File: src/verilog/scu_pkg.sv
// Package for the shift and compare unit: register map, fields, reset values
// Assumes a 32-bit AHB-Lite register bus and 16-bit operands in the low bits

// ============================================================================
// Package
// ============================================================================
package scu_pkg;

    // Register byte offsets
    localparam logic [7:0] OFS_ACC    = 8'h00;   // Accumulator
    localparam logic [7:0] OFS_EXT    = 8'h04;   // Extended accumulator
    localparam logic [7:0] OFS_SHIFT  = 8'h08;   // Write effective instruction to shift
    localparam logic [7:0] OFS_CMP    = 8'h0c;   // Write effective word to compare
    localparam logic [7:0] OFS_FLAGS  = 8'h10;   // Overflow and carry indicators

    // Effective instruction fields, bit 15 of the word is instruction bit 0
    localparam int BIT_NORM   = 8;               // Instruction bit 7
    localparam int BIT_DOUBLE = 7;               // Instruction bit 8
    localparam int BIT_CIRC   = 6;               // Instruction bit 9
    localparam int BIT_LEFT   = 5;               // Instruction bit 10
    localparam int CNT_MSB    = 4;               // Instruction bits 11 to 15
    localparam int CNT_STEPS  = 32;              // Largest count plus one

    // Flags register fields
    localparam int FLG_CARRY  = 0;
    localparam int FLG_OVFL   = 1;

    // Reset values
    localparam logic [15:0] RST_ACC   = 16'h0000;
    localparam logic [15:0] RST_EXT   = 16'h0000;
    localparam logic        RST_FLAG  = 1'b0;

    // AHB constants
    localparam logic [1:0]  HTRANS_NONSEQ = 2'h2;
    localparam logic        HRESP_OKAY    = 1'b0;

    // Decoded shift operation
    typedef struct packed {
        logic       norm;
        logic       dbl;
        logic       circ;
        logic       left;
        logic [4:0] cnt;
    } scu_op_t;

    // Result of a shift or compare
    typedef struct packed {
        logic [15:0] ext;
        logic [15:0] acc;
        logic        ovfl;
        logic        carry;
    } scu_res_t;

endpackage : scu_pkg

File: src/verilog/scu_top.sv
// Shift and compare datapath with its AHB-Lite register slave
// Assumes one AHB-Lite master on mclk; the slave is zero wait state, always OKAY
//
// Function
// - Instruction bits 7-10 select the operation
// - Five low bits give count 0-31
// - Arithmetic right single copies sign, drops bits
// - Right shifts clear overflow and carry
// - Double shifts join extended and accumulator
// - Arithmetic right double copies extended sign
// - Arithmetic left single zero fills right
// - Arithmetic left overflow when sign changed
// - Left shifts carry on odd sign ones
// - Arithmetic left double zero fills accumulator
// - Circular right single wraps low bit into sign bit
// - Circular right double rotates whole pair
// - Circular left single wraps sign bit
// - Circular left double rotates whole pair
// - Circular left always clears overflow
// - Compare is signed, operands unchanged
// - Compare flags less 00, greater 10, equal 11

`timescale 1ns/1ps
`default_nettype none

module scu_top (
    // Clock and reset
    input  wire logic        mclk,
    input  wire logic        nrst,
    // AHB-Lite slave
    input  wire logic        hsel,
    input  wire logic [31:0] haddr,
    input  wire logic [1:0]  htrans,
    input  wire logic        hwrite,
    input  wire logic [2:0]  hsize,
    input  wire logic [31:0] hwdata,
    input  wire logic        hready,
    output logic      [31:0] hrdata,
    output logic             hreadyout,
    output logic             hresp,
    // Indicator outputs
    output logic             ovfl,
    output logic             carry
);

    // ========================================================================
    // Decode helpers
    // ========================================================================

    // Split the effective instruction into its fields
    function automatic scu_pkg::scu_op_t decode_op(input logic [15:0] ins);
        scu_pkg::scu_op_t op;
        op.norm = ins[scu_pkg::BIT_NORM];
        op.dbl  = ins[scu_pkg::BIT_DOUBLE];
        op.circ = ins[scu_pkg::BIT_CIRC];
        op.left = ins[scu_pkg::BIT_LEFT];
        op.cnt  = ins[scu_pkg::CNT_MSB:0];
        return op;
    endfunction : decode_op

    // Step the shift one position at a time; single shifts keep A in the top half
    function automatic scu_pkg::scu_res_t do_shift(input logic [15:0] e,
                                                   input logic [15:0] a,
                                                   input logic [15:0] ins);
        scu_pkg::scu_op_t  op;
        scu_pkg::scu_res_t r;
        logic [31:0]       v;
        logic              sgn;
        logic              chg;
        logic              par;
        op  = decode_op(ins);
        v   = op.dbl ? {e, a} : {a, 16'h0000};
        sgn = v[31];
        chg = 1'b0;
        par = 1'b0;
        for (int i = 0; i < scu_pkg::CNT_STEPS; i++) begin
            if (i < int'(op.cnt)) begin
                if (op.left) begin
                    par = par ^ v[31];
                    if (op.circ && op.dbl) begin
                        v = {v[30:0], v[31]};
                    end else if (op.circ) begin
                        v = {v[30:16], v[31], 16'h0000};
                    end else begin
                        v = {v[30:0], 1'b0};
                    end
                end else begin
                    if (op.circ && op.dbl) begin
                        v = {v[0], v[31:1]};
                    end else if (op.circ) begin
                        v = {v[16], v[31:17], 16'h0000};
                    end else if (op.dbl) begin
                        v = {v[31], v[31:1]};
                    end else begin
                        v = {v[31], v[31:17], 16'h0000};
                    end
                end
                chg = chg | (v[31] != sgn);
            end
        end
        r.ext   = op.dbl ? v[31:16] : e;
        r.acc   = op.dbl ? v[15:0] : v[31:16];
        r.ovfl  = op.left & ~op.circ & chg;
        r.carry = op.left & par;
        return r;
    endfunction : do_shift

    // ========================================================================
    // Bus slave
    // ========================================================================

    logic        dp_wr_ff;      // Write data phase pending
    logic        dp_rd_ff;      // Read data phase pending
    logic [7:0]  dp_addr_ff;    // Offset of the pending transfer
    logic [15:0] acc_ff;
    logic [15:0] ext_ff;
    logic        ovfl_ff;
    logic        carry_ff;
    logic        addr_take;
    logic        shift_go;
    logic        cmp_go;
    logic [15:0] wdat;
    scu_pkg::scu_res_t shift_res;
    scu_pkg::scu_res_t cmp_res;

    // Address phase is accepted on a selected NONSEQ while the bus is ready
    assign addr_take = hsel && hready && (htrans == scu_pkg::HTRANS_NONSEQ);
    assign wdat      = hwdata[15:0];
    assign shift_go  = dp_wr_ff && (dp_addr_ff == scu_pkg::OFS_SHIFT);
    assign cmp_go    = dp_wr_ff && (dp_addr_ff == scu_pkg::OFS_CMP);
    assign hreadyout = 1'b1;
    assign hresp     = scu_pkg::HRESP_OKAY;

    // Capture the address phase
    always_ff @(posedge mclk or negedge nrst) begin
        if (!nrst) begin
            dp_wr_ff   <= 1'b0;
            dp_rd_ff   <= 1'b0;
            dp_addr_ff <= 8'h00;
        end else begin
            dp_wr_ff   <= addr_take && hwrite;
            dp_rd_ff   <= addr_take && !hwrite;
            dp_addr_ff <= addr_take ? haddr[7:0] : dp_addr_ff;
        end
    end

    // Read data from the stored state; unmapped offsets read zero
    always_comb begin
        hrdata = 32'h0000_0000;
        if (dp_rd_ff) begin
            case (dp_addr_ff)
                scu_pkg::OFS_ACC:   hrdata = {16'h0000, acc_ff};
                scu_pkg::OFS_EXT:   hrdata = {16'h0000, ext_ff};
                scu_pkg::OFS_FLAGS: hrdata = {30'h0000_0000, ovfl_ff, carry_ff};
                default:            hrdata = 32'h0000_0000;
            endcase
        end
    end

    // ========================================================================
    // Datapath
    // ========================================================================

    assign shift_res = do_shift(ext_ff, acc_ff, wdat);

    // Signed compare leaves both operands as they are
    always_comb begin
        cmp_res       = '0;
        cmp_res.ext   = ext_ff;
        cmp_res.acc   = acc_ff;
        cmp_res.ovfl  = ($signed(acc_ff) >= $signed(wdat));
        cmp_res.carry = (acc_ff == wdat);
    end

    // Accumulator pair; normalize encodings are not handled and change nothing
    always_ff @(posedge mclk or negedge nrst) begin
        if (!nrst) begin
            acc_ff <= scu_pkg::RST_ACC;
            ext_ff <= scu_pkg::RST_EXT;
        end else if (shift_go && !wdat[scu_pkg::BIT_NORM]) begin
            acc_ff <= shift_res.acc;
            ext_ff <= shift_res.ext;
        end else if (dp_wr_ff && dp_addr_ff == scu_pkg::OFS_ACC) begin
            acc_ff <= wdat;
        end else if (dp_wr_ff && dp_addr_ff == scu_pkg::OFS_EXT) begin
            ext_ff <= wdat;
        end
    end

    // Overflow and carry indicators
    always_ff @(posedge mclk or negedge nrst) begin
        if (!nrst) begin
            ovfl_ff  <= scu_pkg::RST_FLAG;
            carry_ff <= scu_pkg::RST_FLAG;
        end else if (shift_go && !wdat[scu_pkg::BIT_NORM]) begin
            ovfl_ff  <= shift_res.ovfl;
            carry_ff <= shift_res.carry;
        end else if (cmp_go) begin
            ovfl_ff  <= cmp_res.ovfl;
            carry_ff <= cmp_res.carry;
        end else if (dp_wr_ff && dp_addr_ff == scu_pkg::OFS_FLAGS) begin
            ovfl_ff  <= hwdata[scu_pkg::FLG_OVFL];
            carry_ff <= hwdata[scu_pkg::FLG_CARRY];
        end
    end

    assign ovfl  = ovfl_ff;
    assign carry = carry_ff;

    // ========================================================================
    // Assertions
    // ========================================================================

    logic [15:0] p_acc_ff;      // State and write data one cycle back
    logic [15:0] p_ext_ff;
    logic [15:0] p_wd_ff;
    logic        p_go_ff;
    logic        p_cmp_ff;
    logic [4:0]  p_cnt;
    logic [31:0] h_rr;
    logic [31:0] h_ard;

    always_ff @(posedge mclk or negedge nrst) begin
        if (!nrst) begin
            p_acc_ff <= 16'h0000;
            p_ext_ff <= 16'h0000;
            p_wd_ff  <= 16'h0000;
            p_go_ff  <= 1'b0;
            p_cmp_ff <= 1'b0;
        end else begin
            p_acc_ff <= acc_ff;
            p_ext_ff <= ext_ff;
            p_wd_ff  <= wdat;
            p_go_ff  <= shift_go && !wdat[scu_pkg::BIT_NORM];
            p_cmp_ff <= cmp_go;
        end
    end

    assign p_cnt = p_wd_ff[scu_pkg::CNT_MSB:0];
    assign h_rr  = {p_acc_ff, p_acc_ff} >> p_cnt[3:0];
    assign h_ard = 32'($signed({p_ext_ff, p_acc_ff}) >>> p_cnt);
endmodule : scu_top

`default_nettype wire

File: config.mk
export PLATFORM = sky130hd
export DESIGN_NAME = scu_top
export DESIGN_NICKNAME = d
export VERILOG_FILES = /design/src/verilog/scu_pkg.sv /design/src/verilog/scu_top.sv
export SDC_FILE = /design/constraint.sdc
export NUM_CORES = 2
export LEC_CHECK = 0
export ABC_AREA = 1
export BUFFER_PORTS_ARGS = -buffer_cell sky130_fd_sc_hd__buf_2
export CORE_ASPECT_RATIO = 0.9
export CORE_UTILIZATION = 45
export DETAILED_ROUTE_END_ITERATION = 12
export PLACE_DENSITY = 0.66
export SYNTH_ARGS = -nofsm -noshare
export SYNTH_HDL_FRONTEND = slang
export SYNTH_SLANG_ARGS = --single-unit
File: constraint.sdc
create_clock -name mclk -period 9.6 [get_ports mclk]
set_input_delay 1.92 -clock mclk [delete_from_list [all_inputs] [get_ports mclk]]
set_output_delay 1.92 -clock mclk [all_outputs]
set_load 0.02 [all_outputs]
---- Yosys cells after proc, flatten, opt, wreduce, memory -nomap -nowiden ----
Cells that the tools add are included.
operators by class
  $lt $le $gt $ge ......................... 32
  equality and inequality tests ........... 39
  muxes and demuxes ....................... 357
  bitwise operators ....................... 64
  reductions and logical operators ........ 18
operator list
  cell                                                       number
  2-to-1 mux 32 bit                                          156
  2-to-1 mux 17 bit                                          62
  2-to-1 mux 16 bit                                          39
  2-to-1 mux 1 bit                                           99
  less-than comparator 5 bit, first input constant           15
  case mux 16 bit (3 select lines)                           1
  less-than comparator 4 x 5 -> 1 bit, first input constant  8
  inequality test 1 bit                                      31
  bitwise OR 1 bit                                           30
  bitwise XOR 1 bit                                          30
  less-than comparator 3 x 5 -> 1 bit, first input constant  4
  equality test 16 bit                                       1
  equality test 8 x 4 -> 1 bit, second input constant        2
  greater-or-equal comparator 16 bit                         1
  logical AND 1 bit                                          11
  less-than comparator 1 x 5 -> 1 bit, first input constant  2
  less-than comparator 2 x 5 -> 1 bit, first input constant  2
  equality test 8 x 3 -> 1 bit, second input constant        1
  equality test 8 x 5 -> 1 bit, second input constant        1
  logical NOT 8 bit                                          1
  inequality test 2 bit, second input constant               2
  nonzero test 2 bit                                         2
  bitwise AND 1 bit                                          3
  AND reduction 3 bit                                        1
  4 further kinds                                            5
storage, ports and cells
  register bits after elaboration ......... 44
  input bits .............................. 74
  output and inout port bits .............. 36
  word-level logic and storage cells ...... 517

---- Depth between registers and ports, before layout ----
  word-level depth ........................ 191
  gate-level depth with buffers ........... 134
  mapped depth without buffers ............ 133

---- Worst setup path before layout ----
No wires, ideal clock.
  path kind ............................... input to register
  start point ............................. in hwdata[4]
  end point ............................... reg ovfl_ff, in the netlist ovfl
  setup time .............................. 0.133 ns
  arrival ................................. 10.634 ns
  required time ........................... 9.467 ns
  setup slack ............................. -1.166 ns
  stages .................................. 118
  buffers on the path ..................... 2
  cells stage by stage .................... buf_4 > nor2_8 > nand3_4 > buf_6 > o211ai_1 > nand2_1 > o21ai_2 > nand2_1 > nand2_1 > inv_1 > nand2_1 > nand3_1 > nand2_1 > nand2_1 > nand2_2 > nand2_2 > nand2_2 > nand2_1 > [82 not listed] > nand3_2 > nand3_2 > nand2_2 > nand3_2 > nand2_4 > nand2_1 > nand2_2 > nand2_1 > nand2_1 > nand2_1 > nor2_1 > nand2_1 > nand2_1 > nand2_1 > nand3_1 > nand2_1 > nand2_1 > a21oi_2
between the ends
  longest elaborated chain between the ends .. 181
  elaborated cells on any way between the ends .. 363
  classes of those cells .................. 32 x order compare; 30 x eq/ne; 270 x mux; 31 x bitwise
ends and longest elaborated chain
  item                                 line            text
  start: declaration                   scu_top.sv:36   input wire logic [31:0] hwdata,
  less-than comparator 1 x 5 -> 1 bit  scu_top.sv:77   if (i < int'(op.cnt)) begin
  2-to-1 mux 32 bit                    scu_top.sv:77
  2-to-1 mux 16 bit                    scu_top.sv:92   end else if (op.dbl) begin
  2-to-1 mux 32 bit                    scu_top.sv:90   end else if (op.circ) begin
  2-to-1 mux 32 bit                    scu_top.sv:88   if (op.circ && op.dbl) begin
  2-to-1 mux 32 bit                    scu_top.sv:78   if (op.left) begin
  2-to-1 mux 32 bit (2 in a row)       scu_top.sv:77
  2-to-1 mux 16 bit                    scu_top.sv:92
  [164 not listed]                     -
  2-to-1 mux 32 bit                    scu_top.sv:88
  2-to-1 mux 32 bit                    scu_top.sv:78
  2-to-1 mux 32 bit                    scu_top.sv:77
  inequality test 1 bit                scu_top.sv:98   chg = chg | (v[31] != sgn);
  bitwise OR 1 bit                     scu_top.sv:98
  2-to-1 mux 1 bit                     scu_top.sv:77
  bitwise AND 1 bit                    scu_top.sv:103  r.ovfl = op.left & ~op.circ & chg;
  2-to-1 mux 1 bit *                   scu_top.sv:195  end else if (shift_go && !wdat[scu_pkg::BIT_NORM]) begin
  end signal: assignment               scu_top.sv:193  ovfl_ff <= scu_pkg::RST_FLAG;
  end signal: assignment               scu_top.sv:196  ovfl_ff <= shift_res.ovfl;
  end signal: assignment               scu_top.sv:199  ovfl_ff <= cmp_res.ovfl;
  end: declaration                     scu_top.sv:117  logic ovfl_ff;
Every way passes the cells marked *; elsewhere a longest branch is shown, timed or not. The select of a mux whose other input is x is not followed.
A chain may end at the register's enable or synchronous reset.

---- Worst setup path after layout ----
  start point ............................. in hwdata[3]
  end point ............................... reg ovfl_ff, in the netlist ovfl
Same word-level chain as after synthesis.

==> impl_metrics.tcl <==
set metrics [dict create \
    grt_use_total 0.369 \
    failed_checks "negative setup slack" \
    antenna_found_initial 1 \
    tightest_slew_ns 1.14 \
    drv_cap 0 \
    grt_max_degree 82 \
    synth.distinct_cells 68 \
    rr_endpoint "ovfl" \
    worst_hold_path_type "register to register" \
    vias 41900 \
    p_sw_frac 0.547 \
    hold_depth 1 \
    finalHoldViolCount 0 \
    power_density_nw_per_um2 114 \
    p_leak_uw 0.0189 \
    met1_length_microns 48600 \
    power_frac_comb 0.904 \
    cp_data_required_time_ns 9.77 \
    cpMostUsedCell "nand2_2" \
    antenna_cells 0 \
    finClkSkew_ns 0.00970 \
    antenna_left 0 \
    htreeDepth 2 \
    gp_congestion 0.998 \
    cts_tree "yes" \
    wl_per_cell_microns 17.6 \
    cts.reportedPaths.clkPinSlew_ns 0.07 \
    rows 83 \
    core-area_sq_um 57400 \
    synth_edf_count 0 \
    crit_buf_inv 10 \
    pre_cts_slack_ns -3.66 \
    syn-cell-area_sq_um 26300 \
    min_delay_worst_endpoint "dp_addr_ff[0]" \
    yosysWarnings 0 \
    synthMostInstantiatedCell "nand2_1" \
    place_hpwl_microns 86200 \
    yosysTopAreaCell "nand2_1" \
    layout_setup_ws_ns -3.36 \
    dpl_cell_area_sq_um 33100 \
    cp_slowest_stage_delay_ns 0.29 \
    area_growth_pct 46.6 \
    drv_slew 0 \
    internal_power_uw 1990 \
    p_sw_uw 2400 \
    drt-vias-per-instance 6.06 \
    stdcell_area_sq_um 38600 \
    arrival_ns 13.13 \
    status "complete, but fails checks" \
    r2r-start "acc_ff[14]" \
    routed_wl_microns 122000 \
    period_share 1.35 \
    yosysSeqAreaShare 0.0419 \
    die_width_microns 257 \
    grt_pass1_wl_microns 185000 \
    cts_max_path_buffers 2 \
    multiInputGateArea_sq_um 26200 \
    crit_path_end_kind "register" \
    synthFlopType "dfrtp_1" \
    num-fill-cells 4865 \
    dr_wl_met2_microns 52900 \
    period_needed_ns 12.96 \
    die-area_sq_um 59400 \
    netlist_top_cells_count "2262 x nand2_1, 570 x nand3_1, 323 x inv_1" \
    path_max_fanout 13 \
    path_delay_family "simple AND/OR/NAND/NOR gates" \
    fmax_mhz 77.1 \
    critPathLaunchType "input pin" \
    rsz0062_at_grt "yes" \
    final_nets 6247 \
    postSynthAreaPerCell_sq_um 4.92 \
    ir_worst_vdd_mv 0.0739 \
    port_buffers 48 \
    dr.first_iter.drc_count 6125 \
    cts_buffers 5 \
    syn_inst 5351 \
    drtPass1Iterations 9 \
    grt.overflow.total 0 \
    max_slew_margin 0.236 \
    yosys_register_bits 44 \
    first_global_vias 36900 \
    start_util 0.458 \
    io_pins 110 \
    yosys-top-cells-area "nand2_1 32%, nand3_1 11%, a21oi_1 5.0%, o211ai_1 5.0%, inv_1 4.6%" \
    ctsHoldBuffers 0 \
    drive_gt1_frac 0.358 \
    clk_latency_ns 0.30 \
    critPathKind "input pin to register" \
    root_buffer "clkbuf_16" \
    synth_top_area_frac 0.323 \
    pwr-share-clk 0.041 \
    seq_area_sq_um 1100 \
    clock-sinks 44 \
    drc 0 \
    top_layer_used "met4" \
    setup_viol 34 \
    cp-startpoint "hwdata[3]" \
    crit_path_top_delay_cell "o21ai_2" \
    die_h_microns 231 \
    p_seq_frac 0.055 \
    reg2regPathDepth 106 \
    routed-wl-met3_microns 14300 \
    rrSetupSlack_ns -1.86 \
    async_flop_share 1.00 \
    hold_start "dp_addr_ff[0]" \
]
==> sequential cells by signal, indices dropped and copies added (netlist names) <==
register and flops:
acc_ff 16, ext_ff 16, dp_addr_ff 8, carry 1, dp_rd_ff 1, dp_wr_ff 1, ovfl 1
==> kinds of logic (layout without fill, tap and decap cells) <==
kind of cell    count (synthesis)  in the layout  share of synthesized area
fa+ha+maj                      17             17                    0.00809
flops                          44             44                     0.0419
compound gates               1212           1212                      0.284
other cells                     2             18                   0.000286
xor+xnor                       48             48                     0.0160
simple gates                 3286           3287                      0.521
mux                             6              6                    0.00257
buf+inv                       736           1525                      0.127
==> worst max-delay path by stage <==
stage	end	slack (ns)	cells after the start
after floorplan	ovfl	-1.13	124
after global placement	ovfl	-3.56	94
after detailed placement	ovfl	-3.66	95
after CTS	ovfl	-2.79	112
after global routing	acc_ff[10]	-4.14	98
final	ovfl	-3.36	108
==> through the flow <==
stage               utilization  cells  TNS [ns]  hold slack (ns)  total power [uW]
CTS                       0.619   6841    -89.39            0.511              3870
detailed placement        0.576   6747   -118.21            0.497              3420
floorplan                     -   5367    -31.71            0.471              2170
global route              0.671   6922   -132.87            0.520              4690
finish                    0.671   6922   -105.67            0.509              4400
global placement          0.576   6747   -115.31            0.489              3390
==> timing repair <==
| action | in CTS | in global routing |
|---|---|---|
| resized for setup | 388 | 652 |
| gates cloned | 5 | 0 |
| endpoints found under the setup margin | 34 | 34 |
| buffers inserted | 81 | 82 |
| pin swaps | 169 | 261 |
==> routing by layer <==
layer,GRT usage,vias to the layer above
li1,-,19500
met1,0.501,19000
met5,0,-
met2,0.580,2799
met4,0.148,0
met3,0.0571,570
==> final cells by class <==
cell class | instances | area share
multi-input cells | 4588 | 0.679
repair buffers | 1131 | 0.225
inverters | 385 | 0.0385
flip-flops and latches | 44 | 0.0286
well taps | 765 | 0.0248
clock buffers | 7 | 0.00370
repair inverters | 1 | 0.000227
clock inverters | 1 | 0.000195
==> cells in the final DEF, fill, tap and decap left out, types with 19 or more instances in the layout <==
cell type / Yosys / final
buf_4: 62 / 1057
xor2_1: 35 / 35
a22oi_2: 1 / 78
o211ai_1: 174 / 174
nand2_4: 5 / 37
nand2_2: 48 / 273
a21oi_1: 264 / 157
o21ai_2: 5 / 150
nand4_1: 20 / 20
a21oi_2: 9 / 104
o21ai_1: 234 / 186
a22oi_1: 130 / 53
inv_1: 323 / 302
o221ai_4: 0 / 19
nor2_1: 274 / 247
buf_2: 90 / 41
nor2_2: 9 / 32
inv_2: 40 / 55
nand3_4: 1 / 21
o221ai_2: 0 / 35
nand2_1: 2262 / 2004
nand3_1: 570 / 439
o21ai_0: 193 / 87
nand3_2: 36 / 148
dfrtp_1: 44 / 44
==> worst reg2reg max path: cells and delay by family, from the launching register on <==
| family | cells | cell delay (ns) |
|---|---|---|
| buffers and inverters | 7 | 0.83 |
| AO/OA/AOI/OAI | 12 | 1.62 |
| flip-flops | 1 | 0.44 |
| AND/OR/NAND/NOR | 87 | 8.46 |
==> power groups by stage <==
stage	clock network (uW)	logic, uW	registers, uW
6_report	181	3970	243
5_1_grt	188	4250	245
4_1_cts	178	3450	241
3_5_place_dp	0	3180	244
3_3_place_gp	0	3140	244
2_1_floorplan	0	1930	240
Note: power is estimated with default switching activity, not from simulation.
